<file path="config.mk">
export PLATFORM = sky130hd
export DESIGN_NAME = loopback_path_router
export DESIGN_NICKNAME = d
export VERILOG_FILES = /design/src/rtl/loopback_pkg.sv /design/src/rtl/route_if.sv /design/src/rtl/loopback_path_router.sv /design/src/rtl/path_select.sv /design/src/rtl/pin_sync.sv
export SDC_FILE = /design/constraint.sdc
export NUM_CORES = 1
export LEC_CHECK = 0
export BUFFER_PORTS_ARGS = -buffer_cell sky130_fd_sc_hd__buf_2
export CORE_UTILIZATION = 49
export CTS_CLUSTER_SIZE = 14
export DETAILED_ROUTE_END_ITERATION = 16
export PLACE_DENSITY = 0.89
export SYNTH_ARGS = -nofsm -noshare
export SYNTH_HDL_FRONTEND = slang
export SYNTH_SLANG_ARGS = --single-unit
</file>
<file path="constraint.sdc">
create_clock -name clk_sys -period 3.4 [get_ports clk_sys]
set_input_delay 0.68 -clock clk_sys [delete_from_list [all_inputs] [get_ports clk_sys]]
set_output_delay 0.68 -clock clk_sys [all_outputs]
set_load 0.01 [all_outputs]
</file>
<file path="src/rtl/loopback_pkg.sv">
// Constants and types shared by the loopback path router.
`default_nettype none
package loopback_pkg;
   // Register indices, written as the management device and register number.
   localparam int unsigned IDX_W = 19;
   localparam int unsigned ADDR_W = 21;
   localparam logic [IDX_W-1:0] IDX_PMA_CTRL1 = 19'h10000;
   localparam logic [IDX_W-1:0] IDX_PMA_VS = 19'h18000;
   localparam logic [IDX_W-1:0] IDX_PCS_CTRL1 = 19'h30000;
   localparam logic [IDX_W-1:0] IDX_PCS_VS = 19'h38005;
   localparam logic [IDX_W-1:0] IDX_MUXB = 19'h38006;
   localparam logic [IDX_W-1:0] IDX_STATUS = 19'h38007;
   localparam logic [IDX_W-1:0] IDX_PHYXS_CTRL1 = 19'h40000;
   localparam logic [IDX_W-1:0] IDX_PHYXS_LOOP1 = 19'h4800E;
   localparam logic [IDX_W-1:0] IDX_PHYXS_LOOP3 = 19'h4800F;

   // Bit positions inside those registers.
   localparam int unsigned BIT_LB1 = 13;
   localparam int unsigned BIT_LB2 = 14;
   localparam int unsigned BIT_LB3 = 1;
   localparam int unsigned BIT_LB4 = 14;
   localparam int unsigned BIT_LB5 = 2;
   localparam int unsigned BIT_OE = 6;
   localparam int unsigned BIT_MUXA = 8;
   localparam int unsigned BIT_MUXB = 0;
   localparam int unsigned BIT_LB6 = 0;
   localparam int unsigned BIT_LB7N = 8;

   // Status word layout: strap, near pin, far pin (low active), loop enables.
   localparam int unsigned ST_STRAP = 0;
   localparam int unsigned ST_NEAR = 1;
   localparam int unsigned ST_FAR_N = 2;
   localparam int unsigned ST_LB_LO = 3;

   // Values after reset.
   localparam logic LB_RST = 1'b0;
   localparam logic LB7N_RST = 1'b1;
   localparam logic NEAR_PIN_RST = 1'b0;
   localparam logic FAR_PIN_RST = 1'b1;
   localparam logic STRAP_RST = 1'b1;
   localparam logic [1:0] STRAP_WAIT = 2'h2;

   typedef struct packed {
      logic xaui_raw_loop;
      logic xaui_to_xfi;
      logic xfi_phyxs_loop;
      logic xfi_to_xaui;
      logic xfi_to_xgmii;
      logic xgmii_loop;
      logic xgmii_to_xaui;
      logic pcs_loop_xaui;
      logic pcs_loop_xgmii;
      logic pma_loop_xaui;
      logic pma_loop_xgmii;
      logic xsbi_loop;
      logic rate_comp_refclk;
      logic retime_10g;
   } route_t;
endpackage : loopback_pkg
`default_nettype wire

</file>
<file path="src/rtl/route_if.sv">
// Carrier between the register side and the path selection logic.
`timescale 1ns/1ps
`default_nettype none
interface route_if;
   import loopback_pkg::*;
   logic [7:1] lb_en;
   logic       strap;
   logic       mux_a;
   logic       mux_b;
   route_t     route;
   modport ctrl (output lb_en, output strap, output mux_a, output mux_b, input route);
   modport sel (input lb_en, input strap, input mux_a, input mux_b, output route);
endinterface : route_if
`default_nettype wire

</file>
<file path="src/rtl/loopback_path_router.sv">
// Loopback and port routing control with an APB register slave.
//
// How it works
// (RULE1) Loop 1 bit sends XAUI receive straight to XAUI transmit, no clock recovery.
// (RULE2) Strap 1 with loop 1 also carries XAUI ingress on to XFI egress.
// (RULE3) Loop 2 bit turns XFI ingress around at the PHY-XS, 10G retimed.
// (RULE4) Loop 2 also copies XFI ingress to XAUI egress.
// (RULE5) Near pin high enables loops 1 and 2; pull-down keeps them off.
// (RULE6) Strap 1 at reset sets mux a and b to 0, XGMII outputs static.
// (RULE7) Strap 0 at reset sets mux a and b to 1 and output enable to 1.
// (RULE8) Mux a, mux b and output enable stay writable after reset.
// (RULE9) Only loop pairs 1-2 and 6-7 have pins; all else is registers.
// (RULE10) XFI ingress reaches XGMII with strap 0, or strap 1 and loop 3.
// (RULE11) Software mirrors XFI to XGMII and XFI via strap 1, loop 3, OE.
// (RULE12) Loop 4 bit loops XGMII ingress to egress while mirroring to XAUI.
// (RULE13) Loop 5 loops through PCS: XAUI with strap 1, XGMII with strap 0.
// (RULE14) Software mirrors XGMII via PCS with strap 1, mux a, loop 5, OE.
// (RULE15) Loop 6 loops through PCS and PMA: XAUI strap 1, XGMII strap 0.
// (RULE16) Loop 6 also carries XAUI input on to the XFI serial output.
// (RULE17) Software mirrors XGMII via PCS and PMA with strap 1, mux a, loop 6, OE.
// (RULE18) Loop 7 bit is active low, loops XFI through the 16 bit interface.
// (RULE19) Far pin low enables loops 6 and 7; pull-up keeps them off.
// (RULE20) Loop 6 retimes via rate compensation on refclk; loop 7 uses 10G clock.
// (RULE21) A loop is enabled when either its pin or its register asks.
//
// Design decisions made here: register access over APB and the address map.
`timescale 1ns/1ps
`default_nettype none
module loopback_path_router (
   input  wire logic                        clk_sys,
   input  wire logic                        reset,
   input  wire logic                        psel,
   input  wire logic                        penable,
   input  wire logic                        pwrite,
   input  wire logic [loopback_pkg::ADDR_W-1:0] paddr,
   input  wire logic [31:0]                 pwdata,
   output logic      [31:0]                 prdata,
   output logic                             pready,
   output logic                             pslverr,
   input  wire logic                        near_loop_pair_enable,
   input  wire logic                        far_loop_pair_enable_low,
   input  wire logic                        io_config_strap,
   output loopback_pkg::route_t             route,
   output logic                             mux_a,
   output logic                             mux_b,
   output logic                             xgmii_oe,
   output logic                             strap_latched
);
   import loopback_pkg::*;

   if (ADDR_W < IDX_W + 2) begin : g_addr_check
      $error("address too narrow for register indices");
   end

   ////////////////////////////////////////////////////////////////////////////////
   // Pin synchronisers and strap capture.

   logic [2:0] pin_raw;
   logic [2:0] pin_sync_w;
   logic       near_s;
   logic       far_n_s;
   logic       strap_s;

   assign pin_raw = {io_config_strap, far_loop_pair_enable_low, near_loop_pair_enable};

   // During reset the synchronisers hold the idle pin levels, so release shows no false enable.
   pin_sync #(.W(3), .RST_VAL({STRAP_RST, FAR_PIN_RST, NEAR_PIN_RST})) u_sync (
      .clk_sys (clk_sys),
      .reset   (reset),
      .pin     (pin_raw),
      .sync    (pin_sync_w)
   );
   assign near_s  = pin_sync_w[0];
   assign far_n_s = pin_sync_w[1];
   assign strap_s = pin_sync_w[2];

   // The strap is taken only once the synchroniser has seen the pin after release.
   logic [1:0] wait_ff;
   logic [1:0] nxt_wait;
   logic       strap_ff;
   logic       nxt_strap;
   logic       capture;

   ////////////////////////////////////////////////////////////////////////////////
   // Register file and APB slave.

   logic [7:1] lb_reg_ff;
   logic [7:1] nxt_lb_reg;
   logic       mux_a_ff;
   logic       nxt_mux_a;
   logic       mux_b_ff;
   logic       nxt_mux_b;
   logic       oe_ff;
   logic       nxt_oe;
   logic [31:0] prdata_ff;
   logic [31:0] nxt_prdata;
   logic       pready_ff;
   logic       nxt_pready;
   logic       pslverr_ff;
   logic       nxt_pslverr;
   logic [7:1] lb_eff;
   logic [IDX_W-1:0] idx;
   logic       hit;
   logic [31:0] rd_word;
   logic       wr_go;
   route_t     route_ff;
   route_if    rif ();

   assign idx = paddr[IDX_W+1:2];
   assign capture = (wait_ff == 2'h1);
   assign wr_go = psel & penable & pready_ff & pwrite & ~pslverr_ff;

   // Pins and bits are or-ed; loop 7 bit and the far pin are both active low.
   assign lb_eff[1] = lb_reg_ff[1] | near_s; // (RULE5) (RULE21)
   assign lb_eff[2] = lb_reg_ff[2] | near_s; // (RULE5) (RULE21)
   assign lb_eff[3] = lb_reg_ff[3]; // (RULE9)
   assign lb_eff[4] = lb_reg_ff[4]; // (RULE9)
   assign lb_eff[5] = lb_reg_ff[5]; // (RULE9)
   assign lb_eff[6] = lb_reg_ff[6] | ~far_n_s; // (RULE19) (RULE21)
   assign lb_eff[7] = ~lb_reg_ff[7] | ~far_n_s; // (RULE18) (RULE19) (RULE21)

   always_comb begin
      hit = 1'b1;
      rd_word = '0;
      unique case (idx)
         IDX_PHYXS_LOOP1: rd_word[BIT_LB1] = lb_reg_ff[1];
         IDX_PHYXS_CTRL1: rd_word[BIT_LB2] = lb_reg_ff[2];
         IDX_PHYXS_LOOP3: rd_word[BIT_LB3] = lb_reg_ff[3];
         IDX_PCS_CTRL1:   rd_word[BIT_LB4] = lb_reg_ff[4];
         IDX_PCS_VS: begin
            rd_word[BIT_LB5]  = lb_reg_ff[5];
            rd_word[BIT_OE]   = oe_ff;
            rd_word[BIT_MUXA] = mux_a_ff;
         end
         IDX_MUXB:        rd_word[BIT_MUXB] = mux_b_ff;
         IDX_PMA_CTRL1:   rd_word[BIT_LB6] = lb_reg_ff[6];
         IDX_PMA_VS:      rd_word[BIT_LB7N] = lb_reg_ff[7];
         IDX_STATUS: begin
            rd_word[ST_STRAP] = strap_ff;
            rd_word[ST_NEAR]  = near_s;
            rd_word[ST_FAR_N] = far_n_s;
            rd_word[ST_LB_LO +: 7] = lb_eff;
         end
         default:         hit = 1'b0;
      endcase
   end

   always_comb begin
      nxt_wait    = (wait_ff != 2'h0) ? wait_ff - 2'h1 : wait_ff;
      nxt_strap   = capture ? strap_s : strap_ff;
      nxt_lb_reg  = lb_reg_ff;
      nxt_mux_a   = mux_a_ff;
      nxt_mux_b   = mux_b_ff;
      nxt_oe      = oe_ff;
      // Answer in the first access cycle; data is sampled during setup.
      nxt_pready  = psel & ~penable;
      nxt_pslverr = psel & ~penable & ~hit;
      nxt_prdata  = (psel & ~penable & ~pwrite) ? rd_word : prdata_ff;
      if (capture) begin
         nxt_mux_a = ~strap_s; // (RULE6) (RULE7)
         nxt_mux_b = ~strap_s; // (RULE6) (RULE7)
         nxt_oe    = ~strap_s; // (RULE6) (RULE7)
      end
      // A write in the capture cycle wins, as software owns these after reset.
      if (wr_go) begin
         unique case (idx)
            IDX_PHYXS_LOOP1: nxt_lb_reg[1] = pwdata[BIT_LB1]; // (RULE1)
            IDX_PHYXS_CTRL1: nxt_lb_reg[2] = pwdata[BIT_LB2]; // (RULE3)
            IDX_PHYXS_LOOP3: nxt_lb_reg[3] = pwdata[BIT_LB3]; // (RULE10)
            IDX_PCS_CTRL1:   nxt_lb_reg[4] = pwdata[BIT_LB4]; // (RULE12)
            IDX_PCS_VS: begin
               nxt_lb_reg[5] = pwdata[BIT_LB5]; // (RULE13)
               nxt_oe        = pwdata[BIT_OE]; // (RULE8)
               nxt_mux_a     = pwdata[BIT_MUXA]; // (RULE8)
            end
            IDX_MUXB:        nxt_mux_b = pwdata[BIT_MUXB]; // (RULE8)
            IDX_PMA_CTRL1:   nxt_lb_reg[6] = pwdata[BIT_LB6]; // (RULE15)
            IDX_PMA_VS:      nxt_lb_reg[7] = pwdata[BIT_LB7N]; // (RULE18)
            default: begin
            end
         endcase
      end
   end

   always_ff @(posedge clk_sys) begin
      if (reset) begin
         wait_ff    <= STRAP_WAIT + 2'h1;
         strap_ff   <= STRAP_RST;
         lb_reg_ff  <= {LB7N_RST, {6{LB_RST}}};
         mux_a_ff   <= 1'b0;
         mux_b_ff   <= 1'b0;
         oe_ff      <= 1'b0;
         prdata_ff  <= '0;
         pready_ff  <= 1'b0;
         pslverr_ff <= 1'b0;
      end else begin
         wait_ff    <= nxt_wait;
         strap_ff   <= nxt_strap;
         lb_reg_ff  <= nxt_lb_reg;
         mux_a_ff   <= nxt_mux_a;
         mux_b_ff   <= nxt_mux_b;
         oe_ff      <= nxt_oe;
         prdata_ff  <= nxt_prdata;
         pready_ff  <= nxt_pready;
         pslverr_ff <= nxt_pslverr;
      end
   end

   ////////////////////////////////////////////////////////////////////////////////
   // Path selection, registered so the route outputs are glitch free.

   assign rif.lb_en = lb_eff;
   assign rif.strap = strap_ff;
   assign rif.mux_a = mux_a_ff;
   assign rif.mux_b = mux_b_ff;

   path_select u_sel (
      .rif (rif.sel)
   );

   // Registering the decode costs one cycle of latency on every path change.
   always_ff @(posedge clk_sys) begin
      if (reset) begin
         route_ff <= '0;
      end else begin
         route_ff <= rif.route;
      end
   end

   assign route         = route_ff;
   assign mux_a         = mux_a_ff;
   assign mux_b         = mux_b_ff;
   assign xgmii_oe      = oe_ff;
   assign strap_latched = strap_ff;
   assign prdata        = prdata_ff;
   assign pready        = pready_ff;
   assign pslverr       = pslverr_ff;
endmodule : loopback_path_router
`default_nettype wire

</file>
<file path="src/rtl/path_select.sv">
// Decodes loop enables and the strap into data path routing selects.
`timescale 1ns/1ps
`default_nettype none
module path_select (
   route_if.sel rif
);
   import loopback_pkg::*;

   always_comb begin
      rif.route = '0;
      rif.route.xaui_raw_loop = rif.lb_en[1]; // (RULE1)
      // XAUI reaches XFI on the normal mux setting, through loop 1 under strap, or loop 6.
      rif.route.xaui_to_xfi = ~rif.mux_a | (rif.lb_en[1] & rif.strap) // (RULE2)
         | rif.lb_en[6]; // (RULE16)
      rif.route.xfi_phyxs_loop = rif.lb_en[2]; // (RULE3)
      rif.route.xfi_to_xaui = rif.lb_en[2]; // (RULE4)
      rif.route.xfi_to_xgmii = (rif.lb_en[3] & rif.strap) | ~rif.strap; // (RULE10)
      rif.route.xgmii_loop = rif.lb_en[3] | rif.lb_en[4]; // (RULE12)
      rif.route.xgmii_to_xaui = rif.lb_en[4] | (rif.mux_a & rif.strap); // (RULE12)
      rif.route.pcs_loop_xaui = rif.lb_en[5] & rif.strap; // (RULE13)
      rif.route.pcs_loop_xgmii = rif.lb_en[5] & ~rif.strap; // (RULE13)
      rif.route.pma_loop_xaui = rif.lb_en[6] & rif.strap; // (RULE15)
      rif.route.pma_loop_xgmii = rif.lb_en[6] & ~rif.strap; // (RULE15)
      rif.route.xsbi_loop = rif.lb_en[7]; // (RULE18)
      rif.route.rate_comp_refclk = rif.lb_en[6]; // (RULE20)
      rif.route.retime_10g = rif.lb_en[2] | rif.lb_en[3] | rif.lb_en[7]; // (RULE20)
   end
endmodule : path_select
`default_nettype wire

</file>
<file path="src/rtl/pin_sync.sv">
// Two flip-flop synchroniser for asynchronous pins.
`timescale 1ns/1ps
`default_nettype none
module pin_sync #(
   parameter int unsigned W = 1,
   parameter logic [W-1:0] RST_VAL = '0
) (
   input  wire logic         clk_sys,
   input  wire logic         reset,
   input  wire logic [W-1:0] pin,
   output logic      [W-1:0] sync
);
   logic [W-1:0] meta_ff;
   logic [W-1:0] sync_ff;

   if (W < 1) begin : g_width_check
      $error("pin_sync needs W of at least one");
   end

   // Reset to the pull value so an undriven pin reads as idle.
   always_ff @(posedge clk_sys) begin
      if (reset) begin
         meta_ff <= RST_VAL;
         sync_ff <= RST_VAL;
      end else begin
         meta_ff <= pin;
         sync_ff <= meta_ff;
      end
   end
   assign sync = sync_ff;
endmodule : pin_sync
`default_nettype wire

</file>
==> implementation parameters, run 1 <==
Parameter                              Value

Outcome
  Status    finished clean

Setup path
  Arrival time of the worst setup path    2560 ps
  Cell at the slowest stage of the critical path    sky130_fd_sc_hd__or4_4
  Endpoint class of the critical path    flip-flop
  Number of buffers and inverters on the critical path    1
  Classification of the worst setup path    input port to flip-flop
  Worst-path cell chain    buf_2, or4_4, or4_1, nor4_1, a311oi_1
  Reg-to-Reg Start    pslverr
  Maximum cell stage delay along the critical path    640 ps
  Setup slack, reg-to-reg    1870 ps
  Timing startpoint of the critical path    paddr[11]
  Launching element type of the critical path    input port
  Required arrival time at the worst endpoint    3560 ps
  CP delay by family, top    simple AND/OR/NAND/NOR gates
  Worst Path Max Fanout    12

Floorplanning
  Num ports    113
  Die span in x    68.8 um
  Floorplan die height    68.8 um
  Die Footprint    4740 um^2
  Initial standard-cell utilization of the core    52.8%
  Core footprint    4140 um^2
  Site Rows    23

Synthesis
  Compound-gate portion of the synthesized area    9.89%
  Xor/xnor share of the synthesized area    0.400%
  Mapped Cells    247
  YS warnings    0
  Area of the mapped netlist    2190 um^2
  Count of distinct cell types in the synthesized netlist    46
  Post-synthesis sequential element count    46
  Top flip-flop cell by instance count after synthesis    sky130_fd_sc_hd__dfxtp_1
  Leading cell types by total area after synthesis    sky130_fd_sc_hd__dfxtp_1, sky130_fd_sc_hd__buf_4, sky130_fd_sc_hd__nor2_1
  Number of synthesized flops with an enable pin    0
  Share of synthesized flip-flops with an asynchronous set or reset    0%
  Largest family of logic cells by synthesized area    simple AND/OR/NAND/NOR gates
  Sequential cell area fraction in the yosys report    42.1%
  Yosys top cell area share    42.1%
  Library cell with the largest summed area after synthesis    sky130_fd_sc_hd__dfxtp_1
  Mux cell area share after synthesis    3.83%
  Avg Synthesized Cell Area    8.86 um^2
  Adder and majority gate portion of the synthesized area    1.14%
  Simple-gate portion of the synthesized area    31.8%

STA
  Total count of max-transition violations in the final report    0
  Tmin final    2400 ps
  Sum Neg Setup Slack    0 ps
  Relative slew slack    52.8%
  Peak Freq    416 MHz
  Worst path setup slack after routing    997 ps
  Transition at the pin with the smallest max-transition slack    703 ps
  Final-report hold violation count    0
  Setup repair after global routing missed its margin    false
  Final worst-path cycle share    70.7%
  Worst hold slack after final layout    411 ps
  Endpoints failing setup    0
  Worst setup skew after layout    4.84 ps

Global route
  Number of global-route vias before repair    1680
  Antenna violations before repair    0
  Pin count of the biggest net entering global routing    36
  Total congestion overflow    0
  GRT Util Overall    23.1%
  First-pass GRT wire length    7950 um

Min path
  Min-Delay Path Class    flip-flop to flip-flop
  Beginning of the worst hold path    u_sync.meta_ff[1]

Clock network
  TritonCTS sink count    46
  Root buffer cell    sky130_fd_sc_hd__clkbuf_8
  Post-CTS Resized    0
  Count of hold-fix buffers inserted at cts    0
  Clk buf depth    2
  Clock Latency Late Sink    300 ps
  H-Tree Depth    2
  CTS clock-pin slew for the worst setup and hold paths    80 ps
  Clock tree from TritonCTS    done
  Number of buffers inserted to repair setup after CTS    0
  TritonCTS buffer count    5

Layout
  Share of cells above drive strength 1    30.2%
  ANT cells    0
  Total number of nets in the final design    370
  Layout area overhead    15.8%
  Number of cells in the finished layout apart from fillers    358
  Post-layout util    61.2%
  Final non-filler cell area    2540 um^2

Power
  Power Dens Cells    401 nW/um^2
  Leakage dissipation    1.12 nW
  Largest vdd supply drop    277 uV
  Post-layout total power    1.02 mW

Drt
  Antenna Nets Post-Route    0
  Vias    1995
  Per-cell via count in the routed design    5.57
  Drt wl/cell    14.2 um
  Number of design rule violations left after detail routing    0
  Starting DRC count in detailed routing    236
  Wire length reported by the detailed router    5080 um
  First-pass iteration count of the detailed router    5

Flow run
  Max-capacitance violation count    0

Placed design
  HPWL reported at the end of detailed placement    3740 um
  Port buffer count    65
  Placer congestion estimate    0.893
  Placement Cell Area    2440 um^2
  Count of placed standard cells including taps    350
  Worst Setup Slack post-DPL    774 ps
[flip-flops by register name (all words and copies together) (netlist names)]
register / cells
prdata: 12
mux_a: 1
pready: 1
pslverr: 1
wait_ff: 2
strap_latched: 1
xgmii_oe: 1
mux_b: 1
u_sync.meta_ff: 3
route: 13
u_sync.sync: 3
lb_reg_ff: 7
[metal layers]
layer / GRT usage [%] / up-vias / wire length (um)
met2: 35.0 / 109 / 2330
met4: 9.18 / 0 / 84
met3: 6.41 / 10 / 450
li1: - / 971 / -
met5: 0 / - / 0
met1: 30.8 / 905 / 2210
[path summary, 6_finish.rpt]
| check | endpoint | cells past startpoint |
|---|---|---|
| setup reg to reg | mux_a | 4 |
| hold / removal | u_sync.sync[1] | 1 |
| hold reg to reg | u_sync.sync[1] | 1 |
| setup / recovery | mux_a | 5 |
[area by class of cell]
type	count	area [um^2]
Sequential cell	46	921
Clock inverter	1	5.00
Multi-Input combinational cell	181	1110
Tap cell	50	62.6
Clock buffer	7	86.3
Fill cell	374	1610
Timing Repair Buffer	65	325
Inverter	8	30.0
[kinds of logic (layout without fill, tap and decap cells)]
logic type,count (synthesis),after routing
adders and majority gates,2,2
AOI/OAI and AO/OA,34,34
DFF,46,46
buffers and inverters,39,81
xor gates and xnor gates,1,1
muxes,8,8
other,1,20
and+or+nand+nor,116,116
[where the power goes]
part	total [mW]	switching (mW)	leakage, nW	internal (mW)
registers	0.563	0.00844	0.374	0.554
clock network	0.336	0.172	0.0482	0.164
logic	0.118	0.0717	0.694	0.0468
[cells in the final DEF (no fill, tap or decap), drive strengths merged, types with 2 or more instances in the layout]
| cell | Yosys | layout |
|---|---|---|
| or2 | 5 | 5 |
| and3 | 2 | 2 |
| nand3 | 6 | 6 |
| nand2b | 5 | 5 |
| ha | 2 | 2 |
| mux2i | 5 | 5 |
| nand2 | 20 | 20 |
| conb | 1 | 20 |
| nor3 | 10 | 10 |
| a31oi | 6 | 6 |
| nand4 | 12 | 12 |
| or3 | 2 | 2 |
| o21ai | 5 | 5 |
| or4b | 2 | 2 |
| dfxtp | 46 | 46 |
| nor4 | 9 | 9 |
| mux2 | 3 | 3 |
| nand4b | 3 | 3 |
| and4 | 2 | 2 |
| clkbuf | 8 | 7 |
| inv | 8 | 8 |
| or4 | 5 | 5 |
| nor2 | 22 | 22 |
| buf | 23 | 65 |
| a311oi | 3 | 3 |
| or3b | 2 | 2 |
| nor3b | 2 | 2 |
| a21oi | 14 | 14 |
| nor2b | 4 | 4 |
[cells in the mapped netlist, types with 2 or more instances]
master and n:
sky130_fd_sc_hd__a21oi_1 14, sky130_fd_sc_hd__a311oi_1 3, sky130_fd_sc_hd__a31oi_1 6, sky130_fd_sc_hd__and3_1 2, sky130_fd_sc_hd__and4_1 2, sky130_fd_sc_hd__buf_4 21
sky130_fd_sc_hd__clkbuf_1 8, sky130_fd_sc_hd__dfxtp_1 46, sky130_fd_sc_hd__ha_1 2, sky130_fd_sc_hd__inv_1 8, sky130_fd_sc_hd__mux2_2 3, sky130_fd_sc_hd__mux2i_1 5
sky130_fd_sc_hd__nand2_1 20, sky130_fd_sc_hd__nand2b_1 5, sky130_fd_sc_hd__nand3_1 5, sky130_fd_sc_hd__nand4_1 12, sky130_fd_sc_hd__nand4b_1 3, sky130_fd_sc_hd__nor2_1 22
sky130_fd_sc_hd__nor2b_1 4, sky130_fd_sc_hd__nor3_1 10, sky130_fd_sc_hd__nor4_1 6, sky130_fd_sc_hd__nor4_4 2, sky130_fd_sc_hd__o21ai_0 5, sky130_fd_sc_hd__or2_2 5
sky130_fd_sc_hd__or3_1 2, sky130_fd_sc_hd__or3b_2 2, sky130_fd_sc_hd__or4_1 2, sky130_fd_sc_hd__or4_4 3, sky130_fd_sc_hd__or4b_2 2
Power figures use the tool's default switching activity.
==> run 2: changes to the inputs <==
CORE_UTILIZATION = 45   (was 49)
PLACE_DENSITY = 0.83   (was 0.89)
clock period = 2.5 ns   (was 3.4 ns; I/O delays follow)
==> run 2 against run 1 <==
Net effect: clock power increased by 63%; largest cell class unchanged; register-to-register slack got worse by 810 ps; global-route usage decreased by 1.6 points; cell count increased by 5.0%; die area increased by 8.6%.
==> implementation parameters, run 2 (synthesis gave the netlist of run 1 again) <==
Parameter                              Value

Setup path
  Worst Path Max Fanout    11 (was 12)
  Launching element type of the critical path    input port (unchanged)
  Arrival time of the worst setup path    2250 ps (was 2560 ps)
  Reg-to-Reg Start    pslverr (unchanged)
  Endpoint class of the critical path    flip-flop (unchanged)
  Classification of the worst setup path    input port to flip-flop (unchanged)
  Count of cells along the worst register-to-register path    4 (unchanged)
  Setup slack, reg-to-reg    1060 ps (was 1870 ps)
  Worst r2r dst    xgmii_oe (was mux_a)
  Required arrival time at the worst endpoint    2710 ps (was 3560 ps)

Placed design
  Count of placed standard cells including taps    368 (was 350)
  Port buffer count    65 (unchanged)
  Placer congestion estimate    0.905 (was 0.893)
  Placement Cell Area    2550 um^2 (was 2440 um^2)
  HPWL reported at the end of detailed placement    4060 um (was 3740 um)

STA
  Tmin final    2040 ps
  Final-report hold violation count    0 (unchanged)
  Setup repair after global routing missed its margin    false (unchanged)
  Worst setup skew after layout    4.24 ps (was 4.84 ps)
  Sum Neg Setup Slack    0 ps (unchanged)
  Total count of max-transition violations in the final report    0 (unchanged)
  Peak Freq    491 MHz
  Transition at the pin with the smallest max-transition slack    524 ps (was 703 ps)
  Final worst-path cycle share    81.5%
  Endpoints failing setup    0 (unchanged)
  Relative slew slack    64.7% (was 52.8%)

Layout
  Most frequent cells in the layout    sky130_fd_sc_hd__buf_2, sky130_fd_sc_hd__dfxtp_1, sky130_fd_sc_hd__nor2_1 (unchanged)
  Final non-filler cell area    2670 um^2 (was 2540 um^2)
  Layout area overhead    21.8% (was 15.8%)
  Largest register FFs    13 (unchanged)
  Total number of nets in the final design    384 (was 370)
  Leading cell type in the layout, fill and taps excluded    sky130_fd_sc_hd__buf_2 (unchanged)
  Share of cells above drive strength 1    33.5% (was 30.2%)
  Number of cells in the finished layout apart from fillers    376 (was 358)
  ANT cells    0 (unchanged)
  Layout filler cell count    455 (was 374)
  Post-layout util    56.9% (was 61.2%)

Outcome
  Status    finished clean (unchanged)

Clock network
  Number of buffers inserted to repair setup after CTS    0 (unchanged)
  CTS clock-pin slew for the worst setup and hold paths    80 ps (about the same)
  H-Tree Depth    2 (unchanged)
  TritonCTS sink count    46 (unchanged)
  TritonCTS buffer count    5 (unchanged)
  Clock tree from TritonCTS    done (unchanged)
  Root buffer cell    sky130_fd_sc_hd__clkbuf_8 (unchanged)
  Count of hold-fix buffers inserted at cts    0 (unchanged)
  Clk buf depth    2 (unchanged)
  Clock Latency Late Sink    300 ps (about the same)
  Post-CTS Resized    0 (unchanged)

Drt
  Starting DRC count in detailed routing    133 (was 236)
  Wire length reported by the detailed router    5230 um (was 5080 um)
  Vias    2017 (was 1995)
  Antenna Nets Post-Route    0 (unchanged)
  Per-cell via count in the routed design    5.36 (was 5.57)
  First-pass iteration count of the detailed router    4 (was 5)
  Number of design rule violations left after detail routing    0 (unchanged)
  Drt wl/cell    13.9 um (was 14.2 um)

Global route
  Pin count of the biggest net entering global routing    35 (was 36)
  Met2 Use GR    35.3% (was 35.0%)
  GR met1 Demand/Resource    27.0% (was 30.8%)
  First-pass GRT wire length    8490 um (was 7950 um)
  GRT Util Overall    21.5% (was 23.1%)
  Number of global-route vias before repair    1868 (was 1680)
  Total congestion overflow    0 (unchanged)
  Met3 Usage GRT    5.91% (was 6.41%)
  Antenna violations before repair    0 (unchanged)
  Global route hottest layer    met2 (unchanged)

Min path
  Worst Hold Depth    2 (was 1)
  Hold-critical path endpoint    u_sync.meta_ff[2] (was u_sync.sync[1])
  Min-Delay Path Class    input port to flip-flop (was flip-flop to flip-flop)
  Beginning of the worst hold path    io_config_strap (was u_sync.meta_ff[1])

Power
  Leakage dissipation    1.20 nW (was 1.12 nW)
  Power Dens Cells    555 nW/um^2 (was 401 nW/um^2)
  Largest vdd supply drop    388 uV (was 277 uV)
  Post-layout total power    1.48 mW (was 1.02 mW)

Floorplanning
  Initial standard-cell utilization of the core    46.7% (was 52.8%)
  Die span in x    71.8 um (was 68.8 um)
  Floorplan die height    71.8 um (was 68.8 um)
  Num ports    113 (unchanged)
  Core footprint    4690 um^2 (was 4140 um^2)
  Site Rows    25 (was 23)
  Die Footprint    5150 um^2 (was 4740 um^2)

Flow run
  Max-capacitance violation count    0 (unchanged)
## run 2: changes by cell type in the layout (fill, tap and decap cells not counted), sizes merged
cell and change:
buf +14, bufinv +1, clkbuf -2, inv +1
## run 2: power breakdown
group	switching, mW	internal, mW
clock	0.250	0.299
sequential	0.0116	0.754
combinational	0.0976	0.0677
total	0.359	1.12
## run 2: layout make-up
type / count / area (um^2) / share of cell area (%)
Inverter: 8 / 30.0 / 1.13
Clock inverter: 3 / 43.8 / 1.64
Tap cell: 54 / 67.6 / 2.53
Timing Repair Buffer: 79 / 430 / 16.1
Clock buffer: 5 / 68.8 / 2.58
Sequential cell: 46 / 921 / 34.5
Multi-Input combinational cell: 181 / 1110 / 41.5
## run 2: worst max-delay path by stage
stage	slack, ps	depth (start not counted)	to	from
after global placement	180	6	pslverr	paddr[11]
after detailed placement	170	6	mux_a	paddr[11]
after floorplan	330	5	lb_reg_ff[6]	paddr[7]
after global routing	360	6	pslverr	paddr[11]
final	460	6	prdata[0]	paddr[11]
after CTS	490	6	prdata[0]	paddr[11]
## run 2: worst max-delay path, stage by stage
cell and delay [ps]:
sky130_fd_sc_hd__buf_2 100, sky130_fd_sc_hd__or4_4 530, sky130_fd_sc_hd__buf_4 200, sky130_fd_sc_hd__nor4_1 470, sky130_fd_sc_hd__nand3_1 160, sky130_fd_sc_hd__a311oi_1 280
## run 2: metal layers
metal / part of all wire [%] / vias to the layer above
met2: 49 / 70
li1: - / 993
met4: 1.7 / 0
met1: 43 / 948
met3: 6.6 / 6
met5: 0 / -
## run 2: through the flow
step | worst slack (ps) | hold WS, ps
global route | 359 | 371
global placement | 180 | 393
detailed placement | 174 | 403
floorplan | 329 | 389
CTS | 493 | 371
finish | 462 | 374
